### config.mk
export PLATFORM = sky130hd
export DESIGN_NAME = udbt_burst
export DESIGN_NICKNAME = d
export VERILOG_FILES = /design/src/hw/udbt_pkg.sv /design/src/hw/udbt_tmr_if.sv /design/src/hw/udbt_sync.sv /design/src/hw/udbt_timer.sv /design/src/hw/udbt_burst.sv
export SDC_FILE = /design/constraint.sdc
export NUM_CORES = 1
export LEC_CHECK = 0
export ABC_CLOCK_PERIOD_IN_PS = 4500
export BUFFER_PORTS_ARGS = -buffer_cell sky130_fd_sc_hd__clkbuf_2
export CELL_PAD_IN_SITES_DETAIL_PLACEMENT = 0
export CELL_PAD_IN_SITES_GLOBAL_PLACEMENT = 1
export CORE_MARGIN = 2
export CORE_UTILIZATION = 25
export CTS_BUF_LIST = sky130_fd_sc_hd__clkbuf_4
export DETAILED_ROUTE_END_ITERATION = 16
export GPL_ROUTABILITY_DRIVEN = 1
export GPL_TIMING_DRIVEN = 0
export PLACE_DENSITY = 0.49
export REMOVE_ABC_BUFFERS = 1
export SLEW_MARGIN = 40
export SYNTH_ARGS = -nofsm -noshare
export SYNTH_HDL_FRONTEND = slang
export SYNTH_SLANG_ARGS = --single-unit
export TNS_END_PERCENT = 100
### constraint.sdc
create_clock -name clk -period 4.5 [get_ports clk]
set_clock_uncertainty 0.05 [all_clocks]
set_input_delay 0.45 -clock clk [delete_from_list [all_inputs] [get_ports clk]]
set_output_delay 0.45 -clock clk [all_outputs]
set_load 0.1 [all_outputs]
### src/hw/udbt_pkg.sv
`default_nettype none
package udbt_pkg;
	////////////////////////////////////////////////////////////////
	localparam int CLK_NS = 50;
	localparam int TW = 4;
	localparam int DW = 16;
	localparam int MODES = 3;
	localparam int CYC_NS [MODES] = '{114, 75, 55};
	localparam int T2CYC_NS [MODES] = '{235, 156, 117};
	localparam int DVS_NS [MODES] = '{70, 48, 34};
	localparam int FS_NS [MODES] = '{230, 200, 170};
	localparam int RFS_NS [MODES] = '{75, 60, 50};
	localparam int LI_NS = 150;
	localparam int MLI_NS = 20;
	localparam int ZAH_NS = 20;
	localparam int SS_NS = 50;
	localparam logic [DW-1:0] CRC_INIT = 16'h4ABA;
	localparam logic [DW-1:0] CRC_POLY = 16'h1021;
	localparam logic [1:0] MODE_TOP = 2'h2;
	localparam logic [TW-1:0] T_ZERO = 4'h0;
	localparam logic [TW-1:0] T_ONE = 4'h1;
	localparam logic [TW-1:0] T_SAT = 4'hF;

	////////////////////////////////////////////////////////////////
	// Least times round up, longest times round down
	function automatic int ceil_cyc(input int ns);
		int c;
		c = (ns + CLK_NS - 1) / CLK_NS;
		return (c < 1) ? 1 : c;
	endfunction : ceil_cyc

	function automatic int floor_cyc(input int ns);
		int c;
		c = ns / CLK_NS;
		return (c < 1) ? 1 : c;
	endfunction : floor_cyc

	function automatic int mode_idx(input logic [1:0] m);
		return (m > MODE_TOP) ? int'(MODE_TOP) : int'(m);
	endfunction : mode_idx

	localparam int SS_CYC = ceil_cyc(SS_NS);
	localparam int LI_CYC = floor_cyc(LI_NS);
	localparam int MLI_CYC = ceil_cyc(MLI_NS);
	localparam int ZAH_CYC = ceil_cyc(ZAH_NS);
	localparam logic [TW-1:0] ZAH_LOAD = TW'(ZAH_CYC > MLI_CYC ? ZAH_CYC : MLI_CYC);

	// Edge spacing also leaves data setup before each edge
	function automatic logic [TW-1:0] space_cyc(input logic [1:0] m);
		int i;
		int a;
		int b;
		int c;
		i = mode_idx(m);
		a = ceil_cyc(CYC_NS[i]);
		b = (ceil_cyc(T2CYC_NS[i]) + 1) / 2;
		c = ceil_cyc(DVS_NS[i]) + 1;
		if (b > a) a = b;
		if (c > a) a = c;
		return TW'(a);
	endfunction : space_cyc

	function automatic logic [TW:0] t2_cyc(input logic [1:0] m);
		return (TW+1)'(ceil_cyc(T2CYC_NS[mode_idx(m)]));
	endfunction : t2_cyc

	function automatic logic [1:0] dvs_cyc(input logic [1:0] m);
		return 2'(ceil_cyc(DVS_NS[mode_idx(m)]));
	endfunction : dvs_cyc

	function automatic logic [TW-1:0] fs_cyc(input logic [1:0] m);
		return TW'(floor_cyc(FS_NS[mode_idx(m)]));
	endfunction : fs_cyc

	typedef enum logic [2:0] {
		S_IDLE, S_ACK, S_TURN, S_START, S_RUN, S_SS, S_STOPW, S_REL
	} udbt_state_t;
endpackage : udbt_pkg
`default_nettype wire

### src/hw/udbt_tmr_if.sv
`timescale 1ns/10ps
`default_nettype none
interface udbt_tmr_if;
	logic load;
	logic [udbt_pkg::TW-1:0] value;
	logic expired;
	modport ctrl (output load, output value, input expired);
	modport tmr (input load, input value, output expired);
endinterface : udbt_tmr_if
`default_nettype wire

### src/hw/udbt_sync.sv
`timescale 1ns/10ps
`default_nettype none
module udbt_sync #(
	parameter int W = 1,
	parameter logic [W-1:0] INIT = '0
) (
	input wire logic clk,
	input wire logic reset,
	input wire logic [W-1:0] d,
	output logic [W-1:0] q
);
	typedef struct packed {
		logic [W-1:0] s1;
		logic [W-1:0] s2;
	} udbt_sync_t;

	udbt_sync_t r;
	udbt_sync_t next_r;

	// First stage feeds only the second
	always_comb begin
		next_r.s1 = d;
		next_r.s2 = r.s1;
	end

	always_ff @(posedge clk) begin
		if (reset) begin
			r <= {INIT, INIT};
		end else begin
			r <= next_r;
		end
	end

	assign q = r.s2;
endmodule : udbt_sync
`default_nettype wire

### src/hw/udbt_timer.sv
`timescale 1ns/10ps
`default_nettype none
module udbt_timer (
	input wire logic clk,
	input wire logic reset,
	udbt_tmr_if.tmr t
);
	import udbt_pkg::*;

	typedef struct packed {
		logic [TW-1:0] cnt;
	} udbt_timer_t;

	udbt_timer_t r;
	udbt_timer_t next_r;

	// Expires exactly value cycles after the load cycle; a value of zero acts as one
	always_comb begin
		next_r = r;
		if (t.load) begin
			next_r.cnt = (t.value == T_ZERO) ? T_ZERO : TW'(t.value - T_ONE);
		end else if (r.cnt != T_ZERO) begin
			next_r.cnt = TW'(r.cnt - T_ONE);
		end
	end

	always_ff @(posedge clk) begin
		if (reset) begin
			r <= '0;
		end else begin
			r <= next_r;
		end
	end

	assign t.expired = (r.cnt == T_ZERO);
endmodule : udbt_timer
`default_nettype wire

### src/hw/udbt_burst.sv
`timescale 1ns/10ps
`default_nettype none
module udbt_burst (
	input wire logic clk,
	input wire logic reset,
	input wire logic [1:0] mode,
	input wire logic [udbt_pkg::DW-1:0] tx_data,
	input wire logic tx_valid,
	input wire logic tx_last,
	output logic tx_ready,
	output logic busy,
	output logic done,
	output logic crc_error,
	output logic dmarq,
	input wire logic dmack_n,
	input wire logic stop,
	input wire logic hdmardy_n,
	output logic dstrobe,
	output logic dstrobe_oe,
	output logic [udbt_pkg::DW-1:0] dd_out,
	output logic dd_oe,
	input wire logic [udbt_pkg::DW-1:0] dd_in
);
	import udbt_pkg::*;

	////////////////////////////////////////////////////////////////
	typedef struct packed {
		udbt_state_t st;
		logic dmarq;
		logic strobe;
		logic strobe_oe;
		logic dd_oe;
		logic [DW-1:0] dd;
		logic have;
		logic [1:0] age;
		logic last;
		logic hstop;
		logic [DW-1:0] crc;
		logic crc_error;
		logic done;
		logic [TW-1:0] since;
		logic [TW-1:0] gap;
	} udbt_regs_t;

	udbt_regs_t r;
	udbt_regs_t next_r;

	localparam int SYNC_W = DW + 3;
	localparam logic [SYNC_W-1:0] SYNC_INIT = {{DW{1'b0}}, 3'h7};
	localparam int LI_A = LI_CYC;

	logic [SYNC_W-1:0] pins_s;
	logic dmack_n_s;
	logic stop_s;
	logic hdmardy_n_s;
	logic [DW-1:0] dd_s;
	logic dmack_act;
	logic active;
	logic paused;
	logic age_ok;
	logic strobe_go;
	logic first_go;

	udbt_tmr_if tif ();

	////////////////////////////////////////////////////////////////
	udbt_sync #(
		.W(SYNC_W),
		.INIT(SYNC_INIT)
	) u_sync (
		.clk(clk),
		.reset(reset),
		.d({dd_in, hdmardy_n, stop, dmack_n}),
		.q(pins_s)
	);

	udbt_timer u_timer (
		.clk(clk),
		.reset(reset),
		.t(tif)
	);

	assign dmack_n_s = pins_s[0];
	assign stop_s = pins_s[1];
	assign hdmardy_n_s = pins_s[2];
	assign dd_s = pins_s[SYNC_W-1:3];

	////////////////////////////////////////////////////////////////
	function automatic logic [DW-1:0] crc_step(input logic [DW-1:0] c, input logic [DW-1:0] d);
		logic [DW-1:0] x;
		logic fb;
		x = c;
		for (int i = 0; i < DW; i++) begin
			fb = x[DW-1] ^ d[i];
			x = {x[DW-2:0], 1'b0} ^ (fb ? CRC_POLY : {DW{1'b0}});
		end
		return x;
	endfunction : crc_step

	function automatic logic [TW-1:0] sat_inc(input logic [TW-1:0] v);
		return (v == T_SAT) ? v : TW'(v + T_ONE);
	endfunction : sat_inc

	////////////////////////////////////////////////////////////////
	assign dmack_act = ~dmack_n_s;
	assign active = r.dmarq & dmack_act;
	assign paused = hdmardy_n_s;
	assign age_ok = (r.age >= 2'(dvs_cyc(mode) - 2'h1));
	assign tx_ready = ((r.st == S_START) || (r.st == S_RUN)) && !r.have && !r.last;
	// Ready withdrawn stops edges at once; sync latency bounds the overrun
	assign first_go = (r.st == S_START) && active && !stop_s && !paused && r.have && age_ok;
	assign strobe_go = first_go || ((r.st == S_RUN) && active && !stop_s && !paused && tif.expired
		&& r.have && age_ok);

	always_comb begin
		next_r = r;
		next_r.done = 1'b0;
		next_r.since = sat_inc(r.since);
		next_r.age = (r.age == 2'h3) ? r.age : 2'(r.age + 2'h1);
		tif.load = 1'b0;
		tif.value = T_ZERO;
		if (tx_valid && tx_ready) begin
			next_r.dd = tx_data;
			next_r.have = 1'b1;
			next_r.age = 2'h0;
			next_r.last = tx_last;
		end
		if (strobe_go) begin
			next_r.strobe = ~r.strobe;
			next_r.have = 1'b0;
			next_r.crc = crc_step(r.crc, r.dd);
			next_r.since = T_ZERO;
			next_r.gap = sat_inc(r.since);
			tif.load = 1'b1;
			tif.value = space_cyc(mode);
			next_r.st = r.last ? S_SS : S_RUN;
		end
		case (r.st)
			S_IDLE: begin
				if (tx_valid) begin
					next_r.dmarq = 1'b1;
					next_r.crc = CRC_INIT;
					next_r.crc_error = 1'b0;
					// A word left over from a cut burst keeps its end mark
					next_r.last = r.have & r.last;
					next_r.hstop = 1'b0;
					next_r.st = S_ACK;
				end
			end
			S_ACK: begin
				// Wait as long as the host needs
				if (dmack_act) begin
					tif.load = 1'b1;
					tif.value = ZAH_LOAD;
					next_r.st = S_TURN;
				end
			end
			S_TURN: begin
				if (tif.expired) begin
					next_r.strobe = 1'b1;
					next_r.strobe_oe = 1'b1;
					next_r.dd_oe = 1'b1;
					next_r.since = T_SAT;
					next_r.gap = T_SAT;
					next_r.st = S_START;
				end
			end
			S_START: begin
				// Leaves only through the first edge, so spacing starts from it
				next_r.st = strobe_go ? next_r.st : r.st;
			end
			S_RUN: begin
				// Host stop ends the burst; a pause alone just holds
				if (active && stop_s) begin
					next_r.hstop = 1'b1;
					next_r.st = S_SS;
				end
			end
			S_SS: begin
				if (r.since >= TW'(SS_CYC - 1)) begin
					next_r.dmarq = 1'b0;
					if (r.hstop) begin
						next_r.dd_oe = 1'b0;
						next_r.strobe_oe = 1'b0;
						next_r.st = S_REL;
					end else begin
						next_r.st = S_STOPW;
					end
				end
			end
			S_STOPW: begin
				if (stop_s || !dmack_act) begin
					next_r.dd_oe = 1'b0;
					next_r.strobe_oe = 1'b0;
					next_r.st = S_REL;
				end
			end
			S_REL: begin
				// Data lines and acknowledge share the same sync depth
				if (!dmack_act) begin
					next_r.crc_error = (dd_s != r.crc);
					next_r.done = 1'b1;
					next_r.st = S_IDLE;
				end
			end
			default: begin
				next_r.st = r.st;
			end
		endcase
	end

	always_ff @(posedge clk) begin
		if (reset) begin
			r <= '0;
		end else begin
			r <= next_r;
		end
	end

	assign busy = (r.st != S_IDLE);
	assign done = r.done;
	assign crc_error = r.crc_error;
	assign dmarq = r.dmarq;
	assign dstrobe = r.strobe;
	assign dstrobe_oe = r.strobe_oe;
	assign dd_out = r.dd;
	assign dd_oe = r.dd_oe;
endmodule : udbt_burst
`default_nettype wire

# ---- Word level (Yosys, flattened, before mapping)
# Cells that the tools add are included.
dict set report totals {
  elab_cells 214
  out_inout_bits 24
  regBits 96
}
dict set report op_classes {
  n_mux 74
  reduce_logical 39
  magnitude_cmp 9
  eq_ne 18
  div 3
  add_sub_neg 14
  n_bitwise 39
}
# cell count
set ops {}
lappend ops {{2-to-1 mux 32 bit} 11}
lappend ops {{XOR 16 x 13 -> 16 bit} 16}
lappend ops {{2-to-1 mux 13 bit} 16}
lappend ops {{binary-select mux 32 bit (select 2 bit)} 3}
lappend ops {{adder 32 x 7 -> 32 bit, second input constant} 3}
lappend ops {{divider 32 x 7 -> 32 bit, second input constant} 3}
lappend ops {{less-than comparator 32 x 2 -> 1 bit, second input constant} 3}
lappend ops {{subtractor 32 x 2 -> 32 bit, second input constant} 3}
lappend ops {{adder 32 x 2 -> 32 bit, second input constant} 2}
lappend ops {{> comparator 32 bit} 2}
lappend ops {{2-to-1 mux 4 bit} 10}
lappend ops {{adder 32 x 1 -> 32 bit} 1}
lappend ops {{greater-or-equal comparator 32 x 3 -> 1 bit, second input constant} 1}
lappend ops {{2-to-1 mux 16 bit} 2}
lappend ops {{NOT 2 -> 32 bit} 1}
lappend ops {{2-to-1 mux 3 bit} 8}
lappend ops {{2-to-1 mux 8 bit} 3}
lappend ops {{one-hot mux 3 bit (8 select lines)} 1}
lappend ops {{2-to-1 mux 19 bit} 1}
lappend ops {{inequality test 16 bit} 1}
lappend ops {{XOR 1 bit} 16}
lappend ops {{logical AND 1 bit} 15}
lappend ops {{equality test 3 bit, second input constant} 4}
lappend ops {{inequality test 2 bit, second input constant} 6}
lappend ops {{other kinds (28)} 64}

# ---- Longest topological paths before layout
dict set report logic_depth {
  ltp_word 51
  ltp_mapped 10
}

# ---- Hierarchy
# A second synthesis with hierarchy kept.
dict set report unflattened {
  hier_cells 424
  hier_area_um2 4002.6
}
# module n_inst cells_each area_each_um2
set modules_own_cells {}
lappend modules_own_cells {udbt_burst 1 311 2682.6}
lappend modules_own_cells {udbt_sync 1 80 1031.0}
lappend modules_own_cells {udbt_timer 1 33 289.0}

# ---- Worst setup path before layout
# Ideal clock, no wire load.
dict set report synth_path {
  path_type {reg2reg}
  start {register r[51] in the netlist's numbering}
  end {register r (netlist bit dd_out[10])}
  stages_incl_launch_ff 8
  setup_slack_ps 638
  n_path_buf 1
  t_required_ps 4318
  t_arrival_ps 3680
  cell_sequence {dfxtp_1 nand2_1 o22a_1 nor3_1 nand2_1 clkbuf_1 nand2_1 a21oi_1}
}
dict set report synth_via {
  elab_chain_len 5
  elab_cells_between_ends 6
  cone_classes {2 x eq/ne; 4 x reduce/logical}
}
# item line_no
set synth_lines {}
lappend synth_lines {{start, declared} udbt_burst.sv:45} ;# udbt_regs_t r;
lappend synth_lines {{start signal, assigned} udbt_burst.sv:216} ;# r <= next_r;
lappend synth_lines {{equality test 3 x 2 -> 1 bit or equality test 3 bit (tied branches)} udbt_burst.sv:109} ;# assign tx_ready = ((r.st == S_START) || (r.st == S_RUN)) && !r.have && !r.last;
lappend synth_lines {{logical OR 1 bit *} udbt_burst.sv:109}
lappend synth_lines {{logical AND 1 bit * (2 in a row)} udbt_burst.sv:109}
lappend synth_lines {{net tx_ready} udbt_burst.sv:10} ;# output logic tx_ready,
lappend synth_lines {{logical AND 1 bit *} udbt_burst.sv:122} ;# if (tx_valid && tx_ready) begin
# Mark *: on every way through the listed nets, which the timed path passes. The rest lies on a longest branch.
# A chain may end at the register's enable or synchronous reset.

# ---- Worst setup path after layout
dict set report layout_path {
  start {register r[51] in the netlist's numbering}
  end {output tx_ready}
}
dict set report layout_via {
  elab_chain_len 4
  elab_cells_between_ends 5
  cone_classes {2 x eq/ne; 3 x reduce/logical}
}
# item line_no
set layout_lines {}
lappend layout_lines {{equality test 3 x 2 -> 1 bit or equality test 3 bit (tied branches)} udbt_burst.sv:109}
lappend layout_lines {{logical OR 1 bit *} udbt_burst.sv:109}
lappend layout_lines {{logical AND 1 bit * (2 in a row)} udbt_burst.sv:109}
lappend layout_lines {{end, declared} udbt_burst.sv:10}
# Mark *: on every way between the ends. The rest lies on a longest branch, timed or not.

==> impl_metrics.tcl <==
set metrics [dict create \
    grt_overflow_total 0 \
    h-tree-depth 3 \
    drc_errors 0 \
    syn_area_sq_um 3900 \
    power_density_nw_per_um2 353 \
    ir_drop_mv 0.0940 \
    synthArstFlopShare_pct 0 \
    placed_cell_area_sq_um 4320 \
    cp_max_fo 15 \
    grt_max_degree 78 \
    numCtsBuffers 9 \
    grt_setup_unrepaired "false" \
    grt_pass1_vias 2610 \
    setup_viol 0 \
    reg2regPathDepth 6 \
    r2r-end "r[22]$_SDFF_PP0_" \
    post-place-ws_ns 1.67 \
    setup_ws_ns 1.68 \
    cts_resized 0 \
    synth_top_area_share_pct 44.6 \
    synth_area_leaders "dfxtp_1, xnor2_1, nor2b_1, a21oi_1, nand2_1" \
    antenna_left 0 \
    antenna_found_initial 1 \
    dp_hpwl_um 5980 \
    die-area_sq_um 16600 \
    start_kind "flip-flop" \
    drv_cap 0 \
    grt_usage_pct 11.3 \
    instances_no_fill 671 \
    first_pass_iters 5 \
    gp_congestion 0.738 \
    io_buffers 64 \
    endpoint "tx_ready" \
    pin_count 65 \
    regToRegSetupSlack_ns 2.11 \
    dp_cells 655 \
    yosys_warnings 0 \
    worst_pin_slew_ns 0.618 \
    chipWidth_um 129 \
    hold_viol 0 \
    outcome "complete, no violations" \
    yosysTopAreaCell "dfxtp_1" \
    cts_hold_buf 0 \
    grt_pass1_wl_um 14000 \
    seq_area_frac_synth_pct 44.6 \
    synth_enable_flop_cells 0 \
    worstPathArrival_ns 2.32 \
    tns_ns 0 \
    fin_nets 499 \
    drive_gt1_share_pct 22.4 \
    min_path_type "in2reg" \
    rr_startpoint "dd_out[3]$_SDFFE_PP0P_" \
    max_slew_margin_pct 58.1 \
    post_cts_buffers 0 \
    clock-root-buffer "clkbuf_4" \
    via_per_inst 4.04 \
    period_share_pct 62.6 \
    end_kind "output pin" \
    whs_ns 0.118 \
    syn_inst 416 \
    fin_crit_ns 2.82 \
    crit_required_ns 4.00 \
    route.vias.total 2714 \
    max_freq_mhz 355 \
    drtIter0Drc 115 \
    leakage_nw 1.68 \
    die_y_um 129 \
    start_util_pct 25.6 \
    wl_um 8640 \
    syn_avg_cell_area_sq_um 9.39 \
    p_total_mw 1.56 \
    finalInstanceArea_sq_um 4430 \
    clockBufferDepth 2 \
    row_count 45 \
    insertion_delay_ns 0.46 \
    synth.distinct_cells 43 \
    worst-setup-path-type "reg2out" \
    syn2layout_area_growth_pct 13.3 \
    crit_path_start "r[51]$_SDFFE_PP0P_" \
    clock_sinks 87 \
    routedWlPerCell_um 12.9 \
    finalMaxSlewViolations 0 \
    fin_util_pct 29.0 \
    cts_tree "yes" \
    ys_ff_latch 87 \
    synthFlopType "dfxtp_1" \
    clk_pin_slew_ns 0.13 \
    coreArea_sq_um 15300 \
]
-- cell usage after synthesis (all sizes together) (2+ instances only) --
library cell   n
mux2i          3
nand4          5
o21ai         10
nor3           9
nand3          2
xor2           9
xnor3          6
ha             3
nor2b         35
a32oi          2
nor3b          3
or3            4
nand2         47
nand2b         3
a31oi          4
clkbuf        14
a211oi         7
buf           23
nor2          26
or2            6
xnor2         53
dfxtp         87
a21oi         36
inv            7
-- cell usage in the layout, fill, tap and decap left out, types with 2 or more instances in the layout --
cell type / count
nand2b_1: 3
xnor2_1: 48
or2_2: 6
clkbuf_4: 10
o21ai_0: 10
xor2_1: 9
dfxtp_1: 87
nor2b_1: 34
inv_1: 7
nor3b_1: 2
xnor3_2: 4
ha_1: 3
or3_1: 4
a32oi_1: 2
nand3_1: 2
a21oi_1: 36
clkbuf_2: 63
clkinv_2: 3
xnor2_2: 4
nor3_1: 9
nand4_1: 5
nor2_1: 25
a211oi_1: 7
mux2i_1: 3
a31oi_1: 4
nand2_1: 46
-- final cells by class --
class                   instances  area, sq um
multi-input cells             285         1950
repair buffers                 65          344
fillers                      1666        10800
clock buffers                  10         75.1
inverters                       7         26.3
diodes                          1         2.50
flip-flops and latches         87         1740
clock inverters                 5         26.3
well taps                     211          264
-- state kept, by name, indices dropped and copies added, names as in the netlist --
| name | cells |
|---|---|
| done | 1 |
| r | 24 |
| u_timer.r | 4 |
| dstrobe_oe | 1 |
| dd_out | 16 |
| dmarq | 1 |
| crc_error | 1 |
| u_sync.next_r | 19 |
| u_sync.q | 19 |
| dstrobe | 1 |
-- cell families after synthesis --
| kind of cell | share of synthesized area [%] |
|---|---|
| buffers and inverters | 5.99 |
| XOR/XNOR | 19.4 |
| AND/OR/NAND/NOR | 18.1 |
| flip-flops | 44.6 |
| AO/OA/AOI/OAI | 9.84 |
| multiplexers | 1.06 |
| adder cells (fa/ha/maj) | 0.961 |
-- routing by layer --
layer	track usage, %	up-vias	share of wire [%]
li1	-	1436	-
met1	15.3	1223	51
met2	16.6	43	43
met3	2.79	12	3.1
met4	5.75	0	2.4
met5	0	-	0
-- worst min-delay path by stage --
stage,start,to,slack (ns),depth (start not counted)
final,stop,u_sync.next_r[1]$_SDFF_PP1_,0.12,2
after detailed placement,u_sync.next_r[0]$_SDFF_PP1_,u_sync.q[0]$_SDFF_PP1_,0.35,1
after floorplan,u_sync.next_r[0]$_SDFF_PP1_,u_sync.q[0]$_SDFF_PP1_,0.34,1
after CTS,stop,u_sync.next_r[1]$_SDFF_PP1_,0.06,2
after global routing,stop,u_sync.next_r[1]$_SDFF_PP1_,0.06,2
after global placement,u_sync.next_r[0]$_SDFF_PP1_,u_sync.q[0]$_SDFF_PP1_,0.34,1
-- power by group --
| part | total, mW | switching (mW) | internal [mW] |
|---|---|---|---|
| registers | 0.853 | 0.0376 | 0.815 |
| clock network | 0.373 | 0.260 | 0.112 |
| logic | 0.337 | 0.182 | 0.154 |
-- critical path, cell delays in order (launching register included) --
cell      delay (ns)
dfxtp_1         0.63
nand2_1         0.18
o22a_1          0.23
nor3_1          0.30
clkbuf_2        0.53
No activity file was read; power rests on OpenSTA's default activity.
